===== src/core/hdsc_pkg.sv =====
// Package of addresses, control bit layout and types for the host/processor shared control block.
package hdsc_pkg;

  // ==========================================================================
  // Host I/O map (10-bit I/O decode).
  localparam logic [9:0] HOST_SEM_BASE = 10'h330;
  localparam logic [9:0] HOST_SEM_LAST = 10'h337;
  localparam logic [9:0] HOST_MAP_ADDR = 10'h338;
  localparam logic [9:0] HOST_CTRL_ADDR = 10'h339;

  // ==========================================================================
  // Host memory window: one 4 K-byte page selected by address bits 19..12.
  localparam int WIN_PAGE_LSB = 12;
  localparam int WIN_PAGE_MSB = 19;

  // ==========================================================================
  // Processor expansion bus map (24-bit word addresses).
  localparam logic [23:0] DSP_CTRL_ADDR = 24'h80_5ff7;
  localparam logic [23:0] DSP_SEM_BASE = 24'h80_5ff8;
  localparam logic [23:0] DSP_SEM_LAST = 24'h80_5fff;
  localparam logic [23:0] DSP_MEM_BASE = 24'h80_4000;
  localparam logic [23:0] DSP_MEM_LAST = 24'h80_4fff;

  // ==========================================================================
  // Processor primary bus: low boot range and high SRAM range.
  localparam logic [23:0] PRIM_LOW_BASE = 24'h00_0000;
  localparam logic [23:0] PRIM_LOW_LAST = 24'h00_3fff;
  localparam logic [23:0] PRIM_HIGH_BASE = 24'hf0_0000;
  localparam logic [23:0] PRIM_HIGH_LAST = 24'hf0_3fff;

  // ==========================================================================
  // Control register layout and reset values.
  localparam logic [7:0] CTRL_SWAP_MASK = 8'h80;
  localparam logic [7:0] CTRL_BANK_MASK = 8'h40;
  localparam logic [7:0] CTRL_HOST_MASK = 8'h0f;
  localparam logic [7:0] CTRL_DSP_MASK = 8'hf0;
  localparam logic [3:0] NIBBLE_RESET = 4'h0;
  localparam logic [7:0] MAP_RESET = 8'h00;
  localparam logic [7:0] SEM_RESET = 8'h00;
  localparam logic [7:0] READ_ZERO = 8'h00;

  typedef struct packed {
    logic memSwap;
    logic bankSelect;
    logic hostToDspIrqArm;
    logic dspToHostIrq;
    logic boardSoftResetN;
    logic windowEnable;
    logic dspToHostIrqArm;
    logic hostToDspIrq;
  } hdsc_ctrl_t;

  typedef struct packed {
    logic [9:0] addr;
    logic wr;
    logic rd;
    logic [7:0] wdata;
  } hdsc_host_io_t;

  typedef struct packed {
    logic [23:0] addr;
    logic wr;
    logic rd;
    logic [7:0] wdata;
  } hdsc_dsp_io_t;

endpackage


===== src/core/hdsc_shared_control.sv =====
// Host/processor shared control: window mapping, split control register, semaphores and decodes.
// Function
// - Host memory access matches window map against host address bits 12..19.
// - Window sits on any 4 K-byte page within the lowest 1 M-byte.
// - Window enable bit 2 gates whether the shared SRAM decodes in host space.
// - Host writes control bits 3..0, processor writes bits 7..4; both read all.
// - Host reset clears lower nibble; processor reset clears upper nibble.
// - Host sets bit 0 to assert processor interrupt input zero.
// - Processor bit 5 low suppresses and clears the host-to-processor interrupt.
// - Processor sets bit 4 to raise the host interrupt request.
// - Host bit 1 low blocks and clears the processor-to-host interrupt.
// - Bit 3 low holds the board in soft reset; reads 0 after power-on.
// - Bit 6 drives the upper expansion SRAM address line, selecting the 4 K-word half.
// - Bit 7 swaps boot and SRAM bank 0 ranges on the primary bus.
// - Eight semaphores at host I/O 0330..0337, only the LSB holds state.
// - Window map at host I/O 0338 (write only), control at 0339.
// - Semaphores never gate shared memory accesses.
// - Processor sees control at 0x00805FF7, swap mask 0x80, bank mask 0x40.
// - Processor decodes memory at 0x00804000..0x00804FFF, semaphores at 0x00805FF8..FFF.
`timescale 1ns/1ps

module hdsc_shared_control
  import hdsc_pkg::*;
(
  // Clock and resets.
  input wire logic ref_clk,
  input wire logic rst,
  input wire logic hostResetIn,
  input wire logic dspResetIn,
  // Host I/O port.
  input wire hdsc_host_io_t hostIo,
  output logic [7:0] hostIoRdata,
  // Host memory decode.
  input wire logic hostMemReq,
  input wire logic [19:0] hostMemAddr,
  output logic hostWindowSelect,
  // Processor expansion bus.
  input wire hdsc_dsp_io_t dspIo,
  output logic [7:0] dspIoRdata,
  output logic dspMemSelect,
  // Processor primary bus decode.
  input wire logic [23:0] primAddr,
  output logic bootRomSelect,
  output logic sramBank0Select,
  // Control outputs.
  output logic processorIrqInputZero,
  output logic hostIrqRequest,
  output logic boardSoftResetN,
  output logic expSramHighAddr
);

  // ==========================================================================
  // Decode helpers.
  function automatic logic inRange24(input logic [23:0] a, input logic [23:0] lo, input logic [23:0] hi);
    inRange24 = (a >= lo) && (a <= hi);
  endfunction

  function automatic logic inRange10(input logic [9:0] a, input logic [9:0] lo, input logic [9:0] hi);
    inRange10 = (a >= lo) && (a <= hi);
  endfunction

  // ==========================================================================
  // Register state.
  hdsc_ctrl_t ctrl;
  hdsc_ctrl_t next_ctrl;
  logic [7:0] windowMap;
  logic [7:0] next_windowMap;
  logic [7:0] semFlags;
  logic [7:0] next_semFlags;
  logic [7:0] next_hostIoRdata;
  logic [7:0] next_dspIoRdata;

  logic hostSemHit;
  logic dspSemHit;
  logic [2:0] hostSemIdx;
  logic [2:0] dspSemIdx;
  logic [7:0] ctrlBits;
  logic [3:0] lowNib;
  logic [3:0] highNib;

  assign hostSemHit = inRange10(hostIo.addr, HOST_SEM_BASE, HOST_SEM_LAST);
  assign dspSemHit = inRange24(dspIo.addr, DSP_SEM_BASE, DSP_SEM_LAST);
  assign hostSemIdx = hostIo.addr[2:0];
  assign dspSemIdx = dspIo.addr[2:0];
  assign ctrlBits = ctrl;

  // ==========================================================================
  // Next-state logic for control, map and semaphores.
  always_comb begin
    lowNib = ctrlBits[3:0];
    highNib = ctrlBits[7:4];
    next_windowMap = windowMap;
    next_semFlags = semFlags;
    if (hostIo.wr && hostIo.addr == HOST_CTRL_ADDR) begin
      lowNib = hostIo.wdata[3:0];
    end
    if (dspIo.wr && dspIo.addr == DSP_CTRL_ADDR) begin
      highNib = dspIo.wdata[7:4];
    end
    if (hostIo.wr && hostIo.addr == HOST_MAP_ADDR) begin
      next_windowMap = hostIo.wdata;
    end
    // Processor write lands first so a same-cycle host write to the same flag wins.
    if (dspIo.wr && dspSemHit) begin
      next_semFlags[dspSemIdx] = dspIo.wdata[0];
    end
    if (hostIo.wr && hostSemHit) begin
      next_semFlags[hostSemIdx] = hostIo.wdata[0];
    end
    next_ctrl = {highNib, lowNib};
    if (rst || hostResetIn) begin
      next_ctrl = (next_ctrl & CTRL_DSP_MASK) | {4'h0, NIBBLE_RESET};
    end
    // The board soft reset counts as a reset applied to the processor.
    if (rst || dspResetIn || !ctrl.boardSoftResetN) begin
      next_ctrl = (next_ctrl & CTRL_HOST_MASK) | {NIBBLE_RESET, 4'h0};
    end
    // The arm clears follow the resets, so a reset that drops an arm bit also drops its interrupt.
    // A disarmed interrupt is held cleared; after re-arming, the interrupt bit must be written to 1 again.
    if (!next_ctrl.hostToDspIrqArm) begin
      next_ctrl.hostToDspIrq = 1'b0;
    end
    if (!next_ctrl.dspToHostIrqArm) begin
      next_ctrl.dspToHostIrq = 1'b0;
    end
    if (rst || hostResetIn) begin
      next_windowMap = MAP_RESET;
    end
    if (rst) begin
      next_semFlags = SEM_RESET;
    end
  end

  // ==========================================================================
  // Read data; the mapping register is write only and reads as zero.
  always_comb begin
    next_hostIoRdata = READ_ZERO;
    next_dspIoRdata = READ_ZERO;
    if (hostIo.rd && hostIo.addr == HOST_CTRL_ADDR) begin
      next_hostIoRdata = ctrlBits;
    end else if (hostIo.rd && hostSemHit) begin
      next_hostIoRdata = {7'h00, semFlags[hostSemIdx]};
    end
    if (dspIo.rd && dspIo.addr == DSP_CTRL_ADDR) begin
      next_dspIoRdata = ctrlBits;
    end else if (dspIo.rd && dspSemHit) begin
      next_dspIoRdata = {7'h00, semFlags[dspSemIdx]};
    end
  end

  always_ff @(posedge ref_clk) begin
    ctrl <= next_ctrl;
    windowMap <= next_windowMap;
    semFlags <= next_semFlags;
    hostIoRdata <= rst ? READ_ZERO : next_hostIoRdata;
    dspIoRdata <= rst ? READ_ZERO : next_dspIoRdata;
  end

  // ==========================================================================
  // Registered control levels so the far side never sees a decode glitch.
  always_ff @(posedge ref_clk) begin
    if (rst) begin
      processorIrqInputZero <= 1'b0;
      hostIrqRequest <= 1'b0;
      boardSoftResetN <= 1'b0;
      expSramHighAddr <= 1'b0;
    end else begin
      processorIrqInputZero <= ctrl.hostToDspIrq && ctrl.hostToDspIrqArm;
      hostIrqRequest <= ctrl.dspToHostIrq && ctrl.dspToHostIrqArm;
      boardSoftResetN <= ctrl.boardSoftResetN;
      expSramHighAddr <= ctrl.bankSelect;
    end
  end

  // ==========================================================================
  // Address decodes. Semaphores play no part here, so software alone coordinates.
  assign hostWindowSelect = hostMemReq && ctrl.windowEnable
    && (hostMemAddr[WIN_PAGE_MSB:WIN_PAGE_LSB] == windowMap);
  assign dspMemSelect = inRange24(dspIo.addr, DSP_MEM_BASE, DSP_MEM_LAST);
  assign bootRomSelect = ctrl.memSwap ? inRange24(primAddr, PRIM_HIGH_BASE, PRIM_HIGH_LAST)
    : inRange24(primAddr, PRIM_LOW_BASE, PRIM_LOW_LAST);
  assign sramBank0Select = ctrl.memSwap ? inRange24(primAddr, PRIM_LOW_BASE, PRIM_LOW_LAST)
    : inRange24(primAddr, PRIM_HIGH_BASE, PRIM_HIGH_LAST);

  // ==========================================================================
  // Checks.
  property p_irqZero;
    @(posedge ref_clk) disable iff (rst)
    (ctrl.hostToDspIrq && ctrl.hostToDspIrqArm) |=> processorIrqInputZero;
  endproperty
  a_irqZero: assert property (p_irqZero) else $error("processor interrupt not raised");

  property p_h2dArm;
    @(posedge ref_clk) disable iff (rst)
    !ctrl.hostToDspIrqArm |-> !ctrl.hostToDspIrq ##1 !processorIrqInputZero;
  endproperty
  a_h2dArm: assert property (p_h2dArm) else $error("disarmed host interrupt leaked");

  property p_hostIrq;
    @(posedge ref_clk) disable iff (rst)
    (ctrl.dspToHostIrq && ctrl.dspToHostIrqArm) |=> hostIrqRequest;
  endproperty
  a_hostIrq: assert property (p_hostIrq) else $error("host interrupt not raised");

  property p_d2hArm;
    @(posedge ref_clk) disable iff (rst)
    !ctrl.dspToHostIrqArm |-> !ctrl.dspToHostIrq ##1 !hostIrqRequest;
  endproperty
  a_d2hArm: assert property (p_d2hArm) else $error("disarmed processor interrupt leaked");

  property p_hostWrite;
    @(posedge ref_clk) disable iff (rst || hostResetIn || dspResetIn)
    (hostIo.wr && hostIo.addr == HOST_CTRL_ADDR && hostIo.wdata[1] && ctrl.boardSoftResetN)
      |=> ctrlBits[3:2] == $past(hostIo.wdata[3:2]);
  endproperty
  a_hostWrite: assert property (p_hostWrite) else $error("host control write lost");

  property p_hostReset;
    @(posedge ref_clk) hostResetIn |=> ctrlBits[3:0] == 4'h0;
  endproperty
  a_hostReset: assert property (p_hostReset) else $error("host reset left lower nibble");

  property p_softReset;
    @(posedge ref_clk) disable iff (rst)
    !ctrl.boardSoftResetN |=> !boardSoftResetN && ctrlBits[7:4] == 4'h0;
  endproperty
  a_softReset: assert property (p_softReset) else $error("soft reset not held");

  property p_bank;
    @(posedge ref_clk) disable iff (rst)
    ctrl.bankSelect |=> expSramHighAddr;
  endproperty
  a_bank: assert property (p_bank) else $error("bank select not driven");

  property p_swap;
    @(posedge ref_clk) disable iff (rst)
    (inRange24(primAddr, PRIM_LOW_BASE, PRIM_LOW_LAST)) |-> (bootRomSelect != ctrl.memSwap);
  endproperty
  a_swap: assert property (p_swap) else $error("primary decode swap wrong");

  property p_window;
    @(posedge ref_clk) disable iff (rst)
    hostWindowSelect |-> ctrl.windowEnable && hostMemAddr[WIN_PAGE_MSB:WIN_PAGE_LSB] == windowMap;
  endproperty
  a_window: assert property (p_window) else $error("window decode mismatch");

  property p_semWrite;
    @(posedge ref_clk) disable iff (rst)
    (hostIo.wr && hostSemHit) |=> semFlags[$past(hostSemIdx)] == $past(hostIo.wdata[0]);
  endproperty
  a_semWrite: assert property (p_semWrite) else $error("semaphore write lost");

  c_hostIrq: cover property (@(posedge ref_clk) disable iff (rst) $rose(hostIrqRequest));
  c_dspIrq: cover property (@(posedge ref_clk) disable iff (rst) $rose(processorIrqInputZero));
  c_window: cover property (@(posedge ref_clk) disable iff (rst) hostWindowSelect);
  c_swap: cover property (@(posedge ref_clk) disable iff (rst) ctrl.memSwap && sramBank0Select);

endmodule // hdsc_shared_control


===== config.mk =====
export PLATFORM = sky130hd
export DESIGN_NAME = hdsc_shared_control
export DESIGN_NICKNAME = d
export VERILOG_FILES = /design/src/core/hdsc_pkg.sv /design/src/core/hdsc_shared_control.sv
export SDC_FILE = /design/constraint.sdc
export NUM_CORES = 1
export LEC_CHECK = 0
export BUFFER_PORTS_ARGS = -buffer_cell sky130_fd_sc_hd__buf_2
export CAP_MARGIN = 10
export CORE_MARGIN = 8
export CORE_UTILIZATION = 24
export CTS_CLUSTER_DIAMETER = 150
export DETAILED_ROUTE_END_ITERATION = 7
export PLACE_DENSITY = 0.46
export SLEW_MARGIN = 20
export SYNTH_ARGS = -nofsm -noshare
export SYNTH_HDL_FRONTEND = slang
export SYNTH_SLANG_ARGS = --single-unit

===== constraint.sdc =====
create_clock -name ref_clk -period 6.4 [get_ports ref_clk]
set_clock_uncertainty 0.05 [all_clocks]
set_input_delay 1.92 -clock ref_clk [delete_from_list [all_inputs] [get_ports ref_clk]]
set_output_delay 1.92 -clock ref_clk [all_outputs]
set_load 0.01 [all_outputs]

Yosys cells after proc, flatten, opt, wreduce, memory -nomap -nowiden
Cells that the tools add are included.
{ "op_classes": {"n_lt_le_gt_ge": 14, "eq_ne": 4, "n_mux": 22, "bitwise_logic": 1, "reduce_logical": 25} }
{ "ops": {"columns": ["cell", "n"], "rows": [
  ["24-bit >= comparator (second input constant)", 3],
  ["24-bit <= comparator (second input constant)", 3],
  ["8-bit two-way mux", 4],
  ["24-bit == test (second input constant)", 1],
  ["24-bit by 1-bit >= comparator with 1-bit output (second input constant)", 1],
  ["24-bit by 14-bit <= comparator with 1-bit output (second input constant)", 1],
  ["10-bit == test (second input constant)", 2],
  ["1-bit logical AND", 20],
  ["8-bit bitwise mux", 2],
  ["4-bit two-way mux", 3],
  ["10-bit >= comparator (second input constant)", 1],
  ["10-bit <= comparator (second input constant)", 1],
  ["8-bit == test", 1],
  ["3-bit by 4-bit less-than comparator with 1-bit output (second input constant)", 2],
  ["1-bit two-way mux", 8],
  ["1-bit binary-select mux with 3-bit select", 2],
  ["1-bit demux with 3-bit select", 2],
  ["3-bit by 1-bit >= comparator with 1-bit output (second input constant)", 2],
  ["6-bit two-way mux", 1],
  ["1-bit logical OR", 3],
  ["2-bit OR reduction", 1],
  ["1-bit zero test", 1],
  ["1-bit inverter", 1]
]} }
{ "word_totals": {"regBits": 44, "inputBits": 103, "output_inout_bits": 24, "elab_cells": 82} }

Depth between registers and ports, before layout
Gate-level depths: netlist of run 1.
{ "logic_depth": {"depth_word": 8, "mapped_depth": 6, "ltp_nobuf": 5} }

Least setup slack after synthesis of run 1
Ideal clock, no wire load.
{ "synth_timing": {"path_type": "input to output", "from": "in dspIo[28] (netlist name)", "to": "out dspMemSelect", "arrival_time_ns": 3.093, "t_required_ns": 4.430, "setup_slack_ns": 1.337, "stages": 3, "n_path_buf": 0, "path_cell_list": "or4b_4 or2_2 nor3_1"} }
{ "synth_between": {"elab_chain_cells": 2, "elab_cells_between_ends": 3, "classes_between": "order compare: 2; reduce/logical: 1"} }
{ "synth_rtl": {"columns": ["item", "line_no", "text"], "rows": [
  ["start: declaration", "hdsc_shared_control.sv:38", "input wire hdsc_dsp_io_t dspIo,"],
  ["24-bit >= comparator / 24-bit <= comparator (equally long branches)", "hdsc_shared_control.sv:55", "inRange24 = (a >= lo) && (a <= hi);"],
  ["1-bit logical AND (*)", "hdsc_shared_control.sv:55", null],
  ["end: declaration", "hdsc_shared_control.sv:40", "output logic dspMemSelect,"]
]} }
Mark *: on every way between the ends. The rest lies on a longest branch, timed or not.

Final worst setup path of run 1
Ends and elaborated chain as after synthesis.

==> results.py, run 1 <==
metrics = {
    "yosys": {
        "synth_top_cell_by_area": "dfxtp_1",
        "syn_area_um2": 2190,
        "syn_avg_cell_area_um2": 8.88,
        "synthTopCellsByArea": "dfxtp_1, mux2i_1, nor2_1",
        "netlist_instances": 247,
        "synth-seq-area-share": 0.402,
        "ys.warnings.count": 0,
        "synth_cell_types": 40,
        "ys_seq_elements": 44,
        "syn_nets": 350,
        "synth_top_area_frac": 0.402,
    },
    "detailed_routing": {
        "drtIter0Drc": 142,
        "routed_wirelength_um": 6440,
        "drtPass1Iterations": 4,
        "viasPerCell": 4.55,
        "ant_nets": 0,
        "vias": 2072,
        "post-route-drc-count": 0,
        "wire_per_inst_um": 14.2,
    },
    "power_and_ir_drop": {
        "ir_worst_vdd_uv": 83.2,
        "power.leakage_nw": 1.33,
        "power.density_nw_per_um2": 187,
    },
    "floorplanning": {
        "initial_utilization": 0.242,
        "die_w_um": 112,
        "die_area_um2": 12500,
        "io_pins": 127,
        "die_y_um": 112,
        "rows": 35,
        "core_area_um2": 9060,
    },
    "worst_setup_path": {
        "arrival_ns": 3.22,
        "cp-start-kind": "primary input",
        "crit_start": "dspIo[28]",
        "crit_path_frequent_cell": "buf_2",
        "r2r_start": "semFlags[7]$_SDFF_PP0_",
        "cp_slowest_cell": "or4b_4",
        "critPathMaxStageDelay_ns": 0.59,
        "ff2ff_path_depth": 5,
        "r2r_setup_slack_ns": 5.19,
        "end_kind": "output pin",
        "crit_path_cell_trace": "buf_2 -> or4b_4 -> or2_2 -> nor3_1 -> buf_2",
        "crit_required_ns": 4.43,
        "crit_fanout": 5,
        "critPathKind": "in2out",
        "r2r_end": "dspIoRdata[0]$_SDFF_PP0_",
    },
    "clocking": {
        "cts.sinks": 44,
        "cts_root_buf": "clkbuf_8",
        "clk_latency_ns": 0.29,
        "hold_buffers": 0,
        "h-tree-depth": 2,
        "cts_max_path_buffers": 2,
        "cts_tree": "done",
        "path_clk_slew_ns": 0.08,
        "cts_setup_buffers": 0,
        "cts_made_buffers": 5,
        "cts.repair.resized": 0,
    },
    "grt": {
        "antenna_found_initial": 0,
        "grt-ovfl-total": 0,
        "grt_pass1_vias": 2220,
        "grt_pass1_wl_um": 10800,
        "grt_max_degree": 22,
        "track_usage": 0.106,
    },
    "final_layout": {
        "finalNetCount": 446,
        "nFillCells": 986,
        "final_cells": 455,
        "drive_gt1_frac": 0.343,
        "diodes": 0,
        "synthToLayoutAreaGrowth_pct": 32.2,
    },
    "placement": {
        "portBuffers": 97,
        "dp.final_hpwl_um": 5330,
        "place.gp.congestion": 0.780,
        "place_inst": 447,
    },
    "sta": {
        "post-route-period-util": 0.811,
        "rsz0062_at_grt": "no",
        "layout_min_cycle_time_ns": 5.19,
        "finalHoldWorstSlack_ns": 0.446,
        "hold_viol": 0,
        "fmax_mhz": 193,
        "setup_viol": 0,
        "relSlewSlack": 0.347,
        "setup_tns_ns": 0,
        "slew_viol_final": 0,
        "worst_slew_pin_slew_ns": 0.971,
    },
    "run_status": {
        "status": "complete, no violations",
    },
    "worst_hold_path": {
        "min_from": "ctrl[5]$_DFF_P_",
        "hold_end": "processorIrqInputZero$_SDFF_PP0_",
        "hold_depth": 2,
        "min_path_type": "reg2reg",
    },
    "job": {
        "cap_viol_max_count": 0,
    },
}
==> flip-flops by register name (all words and copies together), names as in the netlist, named ones only <==
register and cells:
boardSoftResetN 1, ctrl 7, dspIoRdata 8, expSramHighAddr 1, hostIoRdata 8, hostIrqRequest 1, processorIrqInputZero 1, semFlags 8
windowMap 8
==> worst max-delay path by stage <==
stage / to / slack, ns / cells after the start
CTS: dspMemSelect / 1.21 / 5
global route: dspMemSelect / 1.12 / 5
global placement: dspMemSelect / 1.20 / 5
detailed placement: dspMemSelect / 1.21 / 5
finish: dspMemSelect / 1.21 / 5
floorplan: dspMemSelect / 1.34 / 3
==> area by class of cell <==
cell class                 instances  area [um^2]  area share
timing repair buffer              97          485       0.167
sequential                        44          881       0.304
tap                              111          139      0.0479
clock inverter                     3         46.3      0.0160
inverter                          11         41.3      0.0142
clock buffer                       5         68.8      0.0237
multi-input combinational        184         1240       0.427
==> logic make-up (layout without fill, tap and decap cells) <==
logic type,Yosys count,count (layout),share of synthesized area
buffers and inverters,19,116,0.0371
flip-flops,44,44,0.402
AO/OA/AOI/OAI,24,24,0.0770
AND/OR/NAND/NOR,123,123,0.319
XOR/XNOR,8,8,0.0319
multiplexers,29,29,0.133
==> cells in the final DEF, fill, tap and decap left out, types with 2 or more instances in the layout <==
master and count:
nand4_1 11, a21oi_1 5, inv_1 11, buf_2 97
a41oi_1 2, nor4_2 2, and2_1 2, mux2i_1 28
nand2_1 14, nand2b_1 11, or4b_4 2, nor4_4 2
clkbuf_8 5, nor4_1 6, o211a_1 2, o21ai_0 4
o211ai_1 2, o21bai_1 2, nand4b_1 2, nor2b_1 9
dfxtp_1 44, nor3_1 11, o221ai_1 2, or2_2 3
nor2_1 33, nand3_1 7, nor3_2 2, or3_1 3
xor2_1 7
==> critical path: cells and delay by family <==
kind / cells / cell delay, ns
AND/OR/NAND/NOR: 3 / 1.04
buffers and inverters: 2 / 0.26
==> routing by layer <==
metal / share of wire / GRT usage
met1: 0.45 / 0.124
met4: 0.012 / 0.0383
met3: 0.090 / 0.0395
met2: 0.45 / 0.172
met5: 0 / 0
==> cell usage after synthesis <==
cell type,n
or4b_4,2
o211a_1,2
o221ai_1,2
nor4_2,1
buf_6,1
nand3_1,7
mux2i_1,28
o22ai_1,1
nand4b_1,2
nor4_1,7
o2111ai_1,1
nor4_4,2
o2bb2ai_1,1
o21bai_1,2
nor3_1,11
a21oi_1,5
and3_1,1
o21ai_0,4
buf_2,2
or2_2,3
nor2b_1,9
nand2b_1,11
nand2_1,14
and2_1,2
nor3_2,2
inv_1,11
nor2_1,33
a211oi_1,1
a22oi_1,1
a41oi_1,2
xnor2_1,1
or3_1,3
mux2_2,1
dfxtp_1,44
clkbuf_1,5
nand4_2,1
o211ai_1,2
xor2_1,7
nor3b_1,1
nand4_1,11
==> metrics by stage <==
| step | utilization | cell area [um^2] | setup slack [ns] | power [mW] |
|---|---|---|---|---|
| after floorplan | - | 2190 | 1.34 | 0.302 |
| after global placement | 0.307 | 2780 | 1.20 | 0.333 |
| after detailed placement | 0.307 | 2780 | 1.21 | 0.333 |
| after CTS | 0.320 | 2900 | 1.21 | 0.551 |
| after global routing | 0.320 | 2900 | 1.12 | 0.573 |
| final | 0.320 | 2900 | 1.21 | 0.543 |
==> power breakdown <==
group	total, mW	leakage [nW]	switching [mW]	internal, mW
clock network	0.216	0.0548	0.0989	0.118
registers	0.274	0.354	0.0000281	0.273
logic	0.0529	0.921	0.0276	0.0253
Power figures use the tool's default switching activity.
==> run 2, diff against run 1 <==
- PLACE_DENSITY: 0.46 -> 0.48
- clock period: 6.4 -> 4.75 ns (I/O delays scaled with it)
==> run 2 against run 1 <==
  * Sequential share of layout area fell by 0.22 points
  * Critical path depth unchanged
  * Combinational power up 37%
  * Clock power grew 42%
  * Sequential power up 35%
  * Via count rose by 1.6%
  * Power rose by 38%
  * Global-route usage is essentially flat
  * Flip-flop and latch count stayed put
  * Register-to-register slack got worse by 1.7 ns
  * Routed wire length rose by 2.0%
  * Critical endpoint unchanged
==> results.py, run 2 (same netlist as run 1, synthesis figures left out) <==
metrics = {
    "final_layout": {
        "synthToLayoutAreaGrowth_pct": 33.1,
        "layout_common_cells": "buf_2, dfxtp_1, nor2_1",
        "finalNetCount": 448,
        "drive_gt1_frac": 0.347,
        "nFillCells": 975,
        "diodes": 0,
        "final_common_cell": "buf_2",
    },
    "worst_setup_path": {
        "critPathMaxStageDelay_ns": 0.59,
        "crit_family": "simple AND/OR/NAND/NOR gates",
        "end_kind": "output pin",
        "crit_path_frequent_cell": "buf_2",
        "crit_required_ns": 3.27,
        "arrival_ns": 2.72,
        "crit_fanout": 5,
        "crit_path_cell_trace": "buf_2 -> or4b_4 -> or2_2 -> nor3_1 -> buf_2",
        "cp_slowest_cell": "or4b_4",
        "cp-start-kind": "primary input",
        "critPathBufInv": 2,
        "critPathKind": "in2out",
    },
    "detailed_routing": {
        "viasPerCell": 4.61,
        "wl_met2_um": 2990,
        "wire_per_inst_um": 14.4,
        "vias": 2105,
        "top_layer": "met5",
        "met1_length_um": 2970,
        "routed_wirelength_um": 6570,
        "wl_met3_um": 547,
        "drtIter0Drc": 113,
        "drtPass1Iterations": 4,
        "ant_nets": 0,
        "post-route-drc-count": 0,
    },
    "grt": {
        "grt-ovfl-total": 0,
        "grt_max_degree": 22,
        "grt_pass1_wl_um": 10900,
        "antenna_found_initial": 1,
        "track_usage": 0.106,
        "grt_pass1_vias": 2239,
    },
    "floorplanning": {
        "core_area_um2": 9060,
        "initial_utilization": 0.242,
        "die_area_um2": 12500,
        "die_w_um": 112,
        "die_y_um": 112,
        "io_pins": 127,
        "rows": 35,
    },
    "sta": {
        "slew_viol_final": 0,
        "post-route-period-util": 0.884,
        "fmax_mhz": 238,
        "relSlewSlack": 0.734,
        "setup_tns_ns": 0,
        "finalHoldWorstSlack_ns": 0.439,
        "layout_min_cycle_time_ns": 4.20,
        "setup_ws_ns": 0.552,
        "hold_viol": 0,
        "setup_viol": 0,
        "worst_slew_pin_slew_ns": 0.397,
        "rsz0062_at_grt": "no",
    },
    "clocking": {
        "cts_max_path_buffers": 2,
        "cts_setup_buffers": 0,
        "path_clk_slew_ns": 0.09,
        "cts.sinks": 44,
        "cts_made_buffers": 5,
        "clk_latency_ns": 0.29,
        "hold_buffers": 0,
        "cts.repair.resized": 0,
        "h-tree-depth": 2,
        "cts_tree": "done",
        "cts_root_buf": "clkbuf_8",
    },
    "placement": {
        "dp_slack_ns": 0.550,
        "place.gp.congestion": 0.801,
        "dp.final_hpwl_um": 5360,
        "portBuffers": 97,
    },
    "power_and_ir_drop": {
        "power.leakage_nw": 1.35,
        "ir_worst_vdd_uv": 119,
        "power.density_nw_per_um2": 256,
    },
    "run_status": {
        "status": "complete, no violations",
    },
    "job": {
        "cap_viol_max_count": 0,
    },
    "worst_hold_path": {
        "min_path_type": "reg2reg",
    },
}
## run 2: changes by cell type in the layout (fill, tap and decap cells not counted)
cell	before	now
buf_4	0	2
clkbuf_8	5	6
clkinv_4	0	1
clkinvlp_4	1	0
inv_6	1	0
## run 2: final cells by class
type / instances / area (um^2) / share of cell area
multi-input combinational: 184 / 1240 / 0.424
sequential: 44 / 881 / 0.302
timing repair buffer: 99 / 500 / 0.171
tap: 111 / 139 / 0.0476
clock buffer: 6 / 82.6 / 0.0283
inverter: 11 / 41.3 / 0.0141
clock inverter: 2 / 38.8 / 0.0133
## run 2: where the power goes
group	internal, mW	total [mW]	switching [mW]	leakage [nW]
registers	0.368	0.369	0.0000383	0.354
clock network	0.172	0.306	0.133	0.0614
logic	0.0342	0.0726	0.0384	0.932
total	0.575	0.747	0.172	1.35
## run 2: per-layer routing
layer	vias to the layer above	track usage
li1	1075	-
met1	950	0.124
met2	70	0.175
met3	8	0.0455
met4	2	0.0237
met5	-	0
## run 2: metrics by stage
step / util / power, mW / cell area (um^2) / instances
floorplan: - / 0.407 / 2190 / 247
global placement: 0.309 / 0.449 / 2800 / 449
detailed placement: 0.309 / 0.450 / 2800 / 449
CTS: 0.322 / 0.759 / 2920 / 457
global route: 0.322 / 0.780 / 2920 / 457
finish: 0.322 / 0.747 / 2920 / 457
## run 2: final timing paths
path / cells past startpoint / from / slack [ns] / endpoint
worst max-delay path: 5 / dspIo[28] / 0.55 / dspMemSelect
worst min-delay path: 2 / ctrl[5]$_DFF_P_ / 0.44 / processorIrqInputZero$_SDFF_PP0_
worst max register to register: 5 / semFlags[7]$_SDFF_PP0_ / 3.52 / dspIoRdata[0]$_SDFF_PP0_
worst min register to register: 2 / ctrl[5]$_DFF_P_ / 0.44 / processorIrqInputZero$_SDFF_PP0_
## run 2: worst reg2reg max path, delay by kind of cell, from the launching register on
family	cells	cell delay, ns
AO/OA/AOI/OAI	3	0.39
AND/OR/NAND/NOR	1	0.06
multiplexers	1	0.27
flip-flops	1	0.34
==> run 3, diff against run 2 <==
- CORE_ASPECT_RATIO: default -> 0.7
==> run 3 against run 2 <==
  * Global-route usage up 0.18 points
  * Utilization rose by 0.76 points
  * Final area rose by 1.2%
  * Worst setup slack improved by 0.0038 ns
  * Critical path depth is the same
  * Flip-flop and latch count stayed put
  * Register-to-register slack got worse by 0.06 ns
==> results.py, run 3 (same netlist as run 1, synthesis figures left out) <==
metrics = {
    "final_layout": {
        "stdcell_area_um2": 2960,
        "fin_util": 0.330,
        "final_common_cell": "buf_2",
        "finalNetCount": 448,
        "layout_common_cells": "buf_2, dfxtp_1, nor2_1",
        "final_cells": 470,
        "synthToLayoutAreaGrowth_pct": 34.7,
        "drive_gt1_frac": 0.345,
    },
    "clocking": {
        "clk_latency_ns": 0.28,
        "cts_tree": "done",
        "cts_max_path_buffers": 2,
        "cts_setup_buffers": 0,
        "path_clk_slew_ns": 0.06,
        "cts.repair.resized": 0,
        "h-tree-depth": 2,
        "cts.sinks": 44,
        "hold_buffers": 0,
        "cts_root_buf": "clkbuf_16",
        "cts_made_buffers": 5,
    },
    "power_and_ir_drop": {
        "ir_worst_vdd_uv": 108,
        "power.leakage_nw": 1.35,
        "pwr-share-clk": 0.423,
        "p_seq_frac": 0.482,
        "comb_power_share": 0.094,
        "p_sw_frac": 0.224,
        "power.density_nw_per_um2": 259,
        "p_switching_mw": 0.171,
        "intPower_mw": 0.594,
    },
    "placement": {
        "dp.final_hpwl_um": 5430,
        "place.gp.congestion": 0.799,
        "place_area_um2": 2820,
        "place_inst": 462,
        "portBuffers": 97,
    },
    "detailed_routing": {
        "vias": 2052,
        "viasPerCell": 4.37,
        "ant_nets": 0,
        "drtIter0Drc": 168,
        "post-route-drc-count": 0,
        "drtPass1Iterations": 4,
        "routed_wirelength_um": 6700,
        "wire_per_inst_um": 14.2,
    },
    "grt": {
        "track_usage": 0.108,
        "grt_pass1_wl_um": 10400,
        "grt_max_degree": 22,
        "grt_pass1_vias": 2120,
        "grt-ovfl-total": 0,
        "antenna_found_initial": 0,
    },
    "sta": {
        "layout_min_cycle_time_ns": 4.19,
        "slew_viol_final": 0,
        "post-route-period-util": 0.883,
        "fmax_mhz": 238,
        "worst_slew_pin_slew_ns": 0.430,
        "setup_tns_ns": 0,
        "rsz0062_at_grt": "no",
        "setup_viol": 0,
        "relSlewSlack": 0.713,
        "hold_viol": 0,
    },
    "worst_setup_path": {
        "r2r_start": "semFlags[5]$_SDFF_PP0_",
        "cp-start-kind": "primary input",
        "crit_start": "dspIo[28]",
        "critPathKind": "in2out",
        "end_kind": "output pin",
        "r2r_setup_slack_ns": 3.46,
        "r2r_end": "dspIoRdata[0]$_SDFF_PP0_",
        "crit_required_ns": 3.27,
        "crit_fanout": 5,
        "worstSetupEndpoint": "dspMemSelect",
        "arrival_ns": 2.72,
        "ff2ff_path_depth": 5,
    },
    "floorplanning": {
        "initial_utilization": 0.245,
        "die_w_um": 130,
        "rows": 29,
        "die_y_um": 96.0,
        "core_area_um2": 8960,
        "die_area_um2": 12500,
        "io_pins": 127,
    },
    "run_status": {
        "status": "complete, no violations",
    },
    "job": {
        "cap_viol_max_count": 0,
    },
    "worst_hold_path": {
        "min_path_type": "reg2reg",
    },
}
-- run 3: worst min-delay path by stage --
stage,from,endpoint,cells past startpoint
floorplan,ctrl[5]$_DFF_P_,processorIrqInputZero$_SDFF_PP0_,2
global placement,ctrl[5]$_DFF_P_,processorIrqInputZero$_SDFF_PP0_,2
detailed placement,ctrl[6]$_SDFFE_PP0N_,expSramHighAddr$_SDFF_PP0_,2
CTS,ctrl[6]$_SDFFE_PP0N_,expSramHighAddr$_SDFF_PP0_,2
global route,ctrl[5]$_DFF_P_,processorIrqInputZero$_SDFF_PP0_,2
finish,ctrl[6]$_SDFFE_PP0N_,expSramHighAddr$_SDFF_PP0_,2
-- run 3: power by group through the flow --
stage	logic [mW]	clock network [mW]	registers (mW)
2_1_floorplan	0.0297	0	0.377
3_3_place_gp	0.0711	0	0.377
3_5_place_dp	0.0725	0	0.377
4_1_cts	0.0728	0.338	0.369
5_1_grt	0.0805	0.351	0.369
6_report	0.0721	0.324	0.369
-- run 3: metrics by stage --
step | setup slack [ns] | power, mW | hold slack, ns
after global placement | 0.543 | 0.448 | 0.426
after floorplan | 0.677 | 0.407 | 0.400
final | 0.555 | 0.765 | 0.449
after global routing | 0.511 | 0.801 | 0.459
after detailed placement | 0.549 | 0.450 | 0.437
after CTS | 0.543 | 0.780 | 0.447
-- run 3: critical path, stage by stage --
cell	delay, ns
buf_2	0.10
or4b_4	0.59
or2_2	0.33
nor3_1	0.12
buf_2	0.16
-- run 3: final cells by class --
cell class / count / area (um^2)
sequential: 44 / 881
tap: 124 / 155
clock buffer: 5 / 125
multi-input combinational: 184 / 1240
fill: 959 / 6010
clock inverter: 2 / 12.5
antenna: 1 / 2.50
timing repair buffer: 99 / 500
inverter: 11 / 41.3
-- run 3: layer usage --
| layer | vias to the layer above | GRT usage | wire length [um] |
|---|---|---|---|
| met5 | - | 0 | 0 |
| met4 | 0 | 0.0289 | 60 |
| met3 | 8 | 0.0410 | 628 |
| met2 | 60 | 0.159 | 2720 |
| met1 | 904 | 0.143 | 3290 |
| li1 | 1080 | - | - |
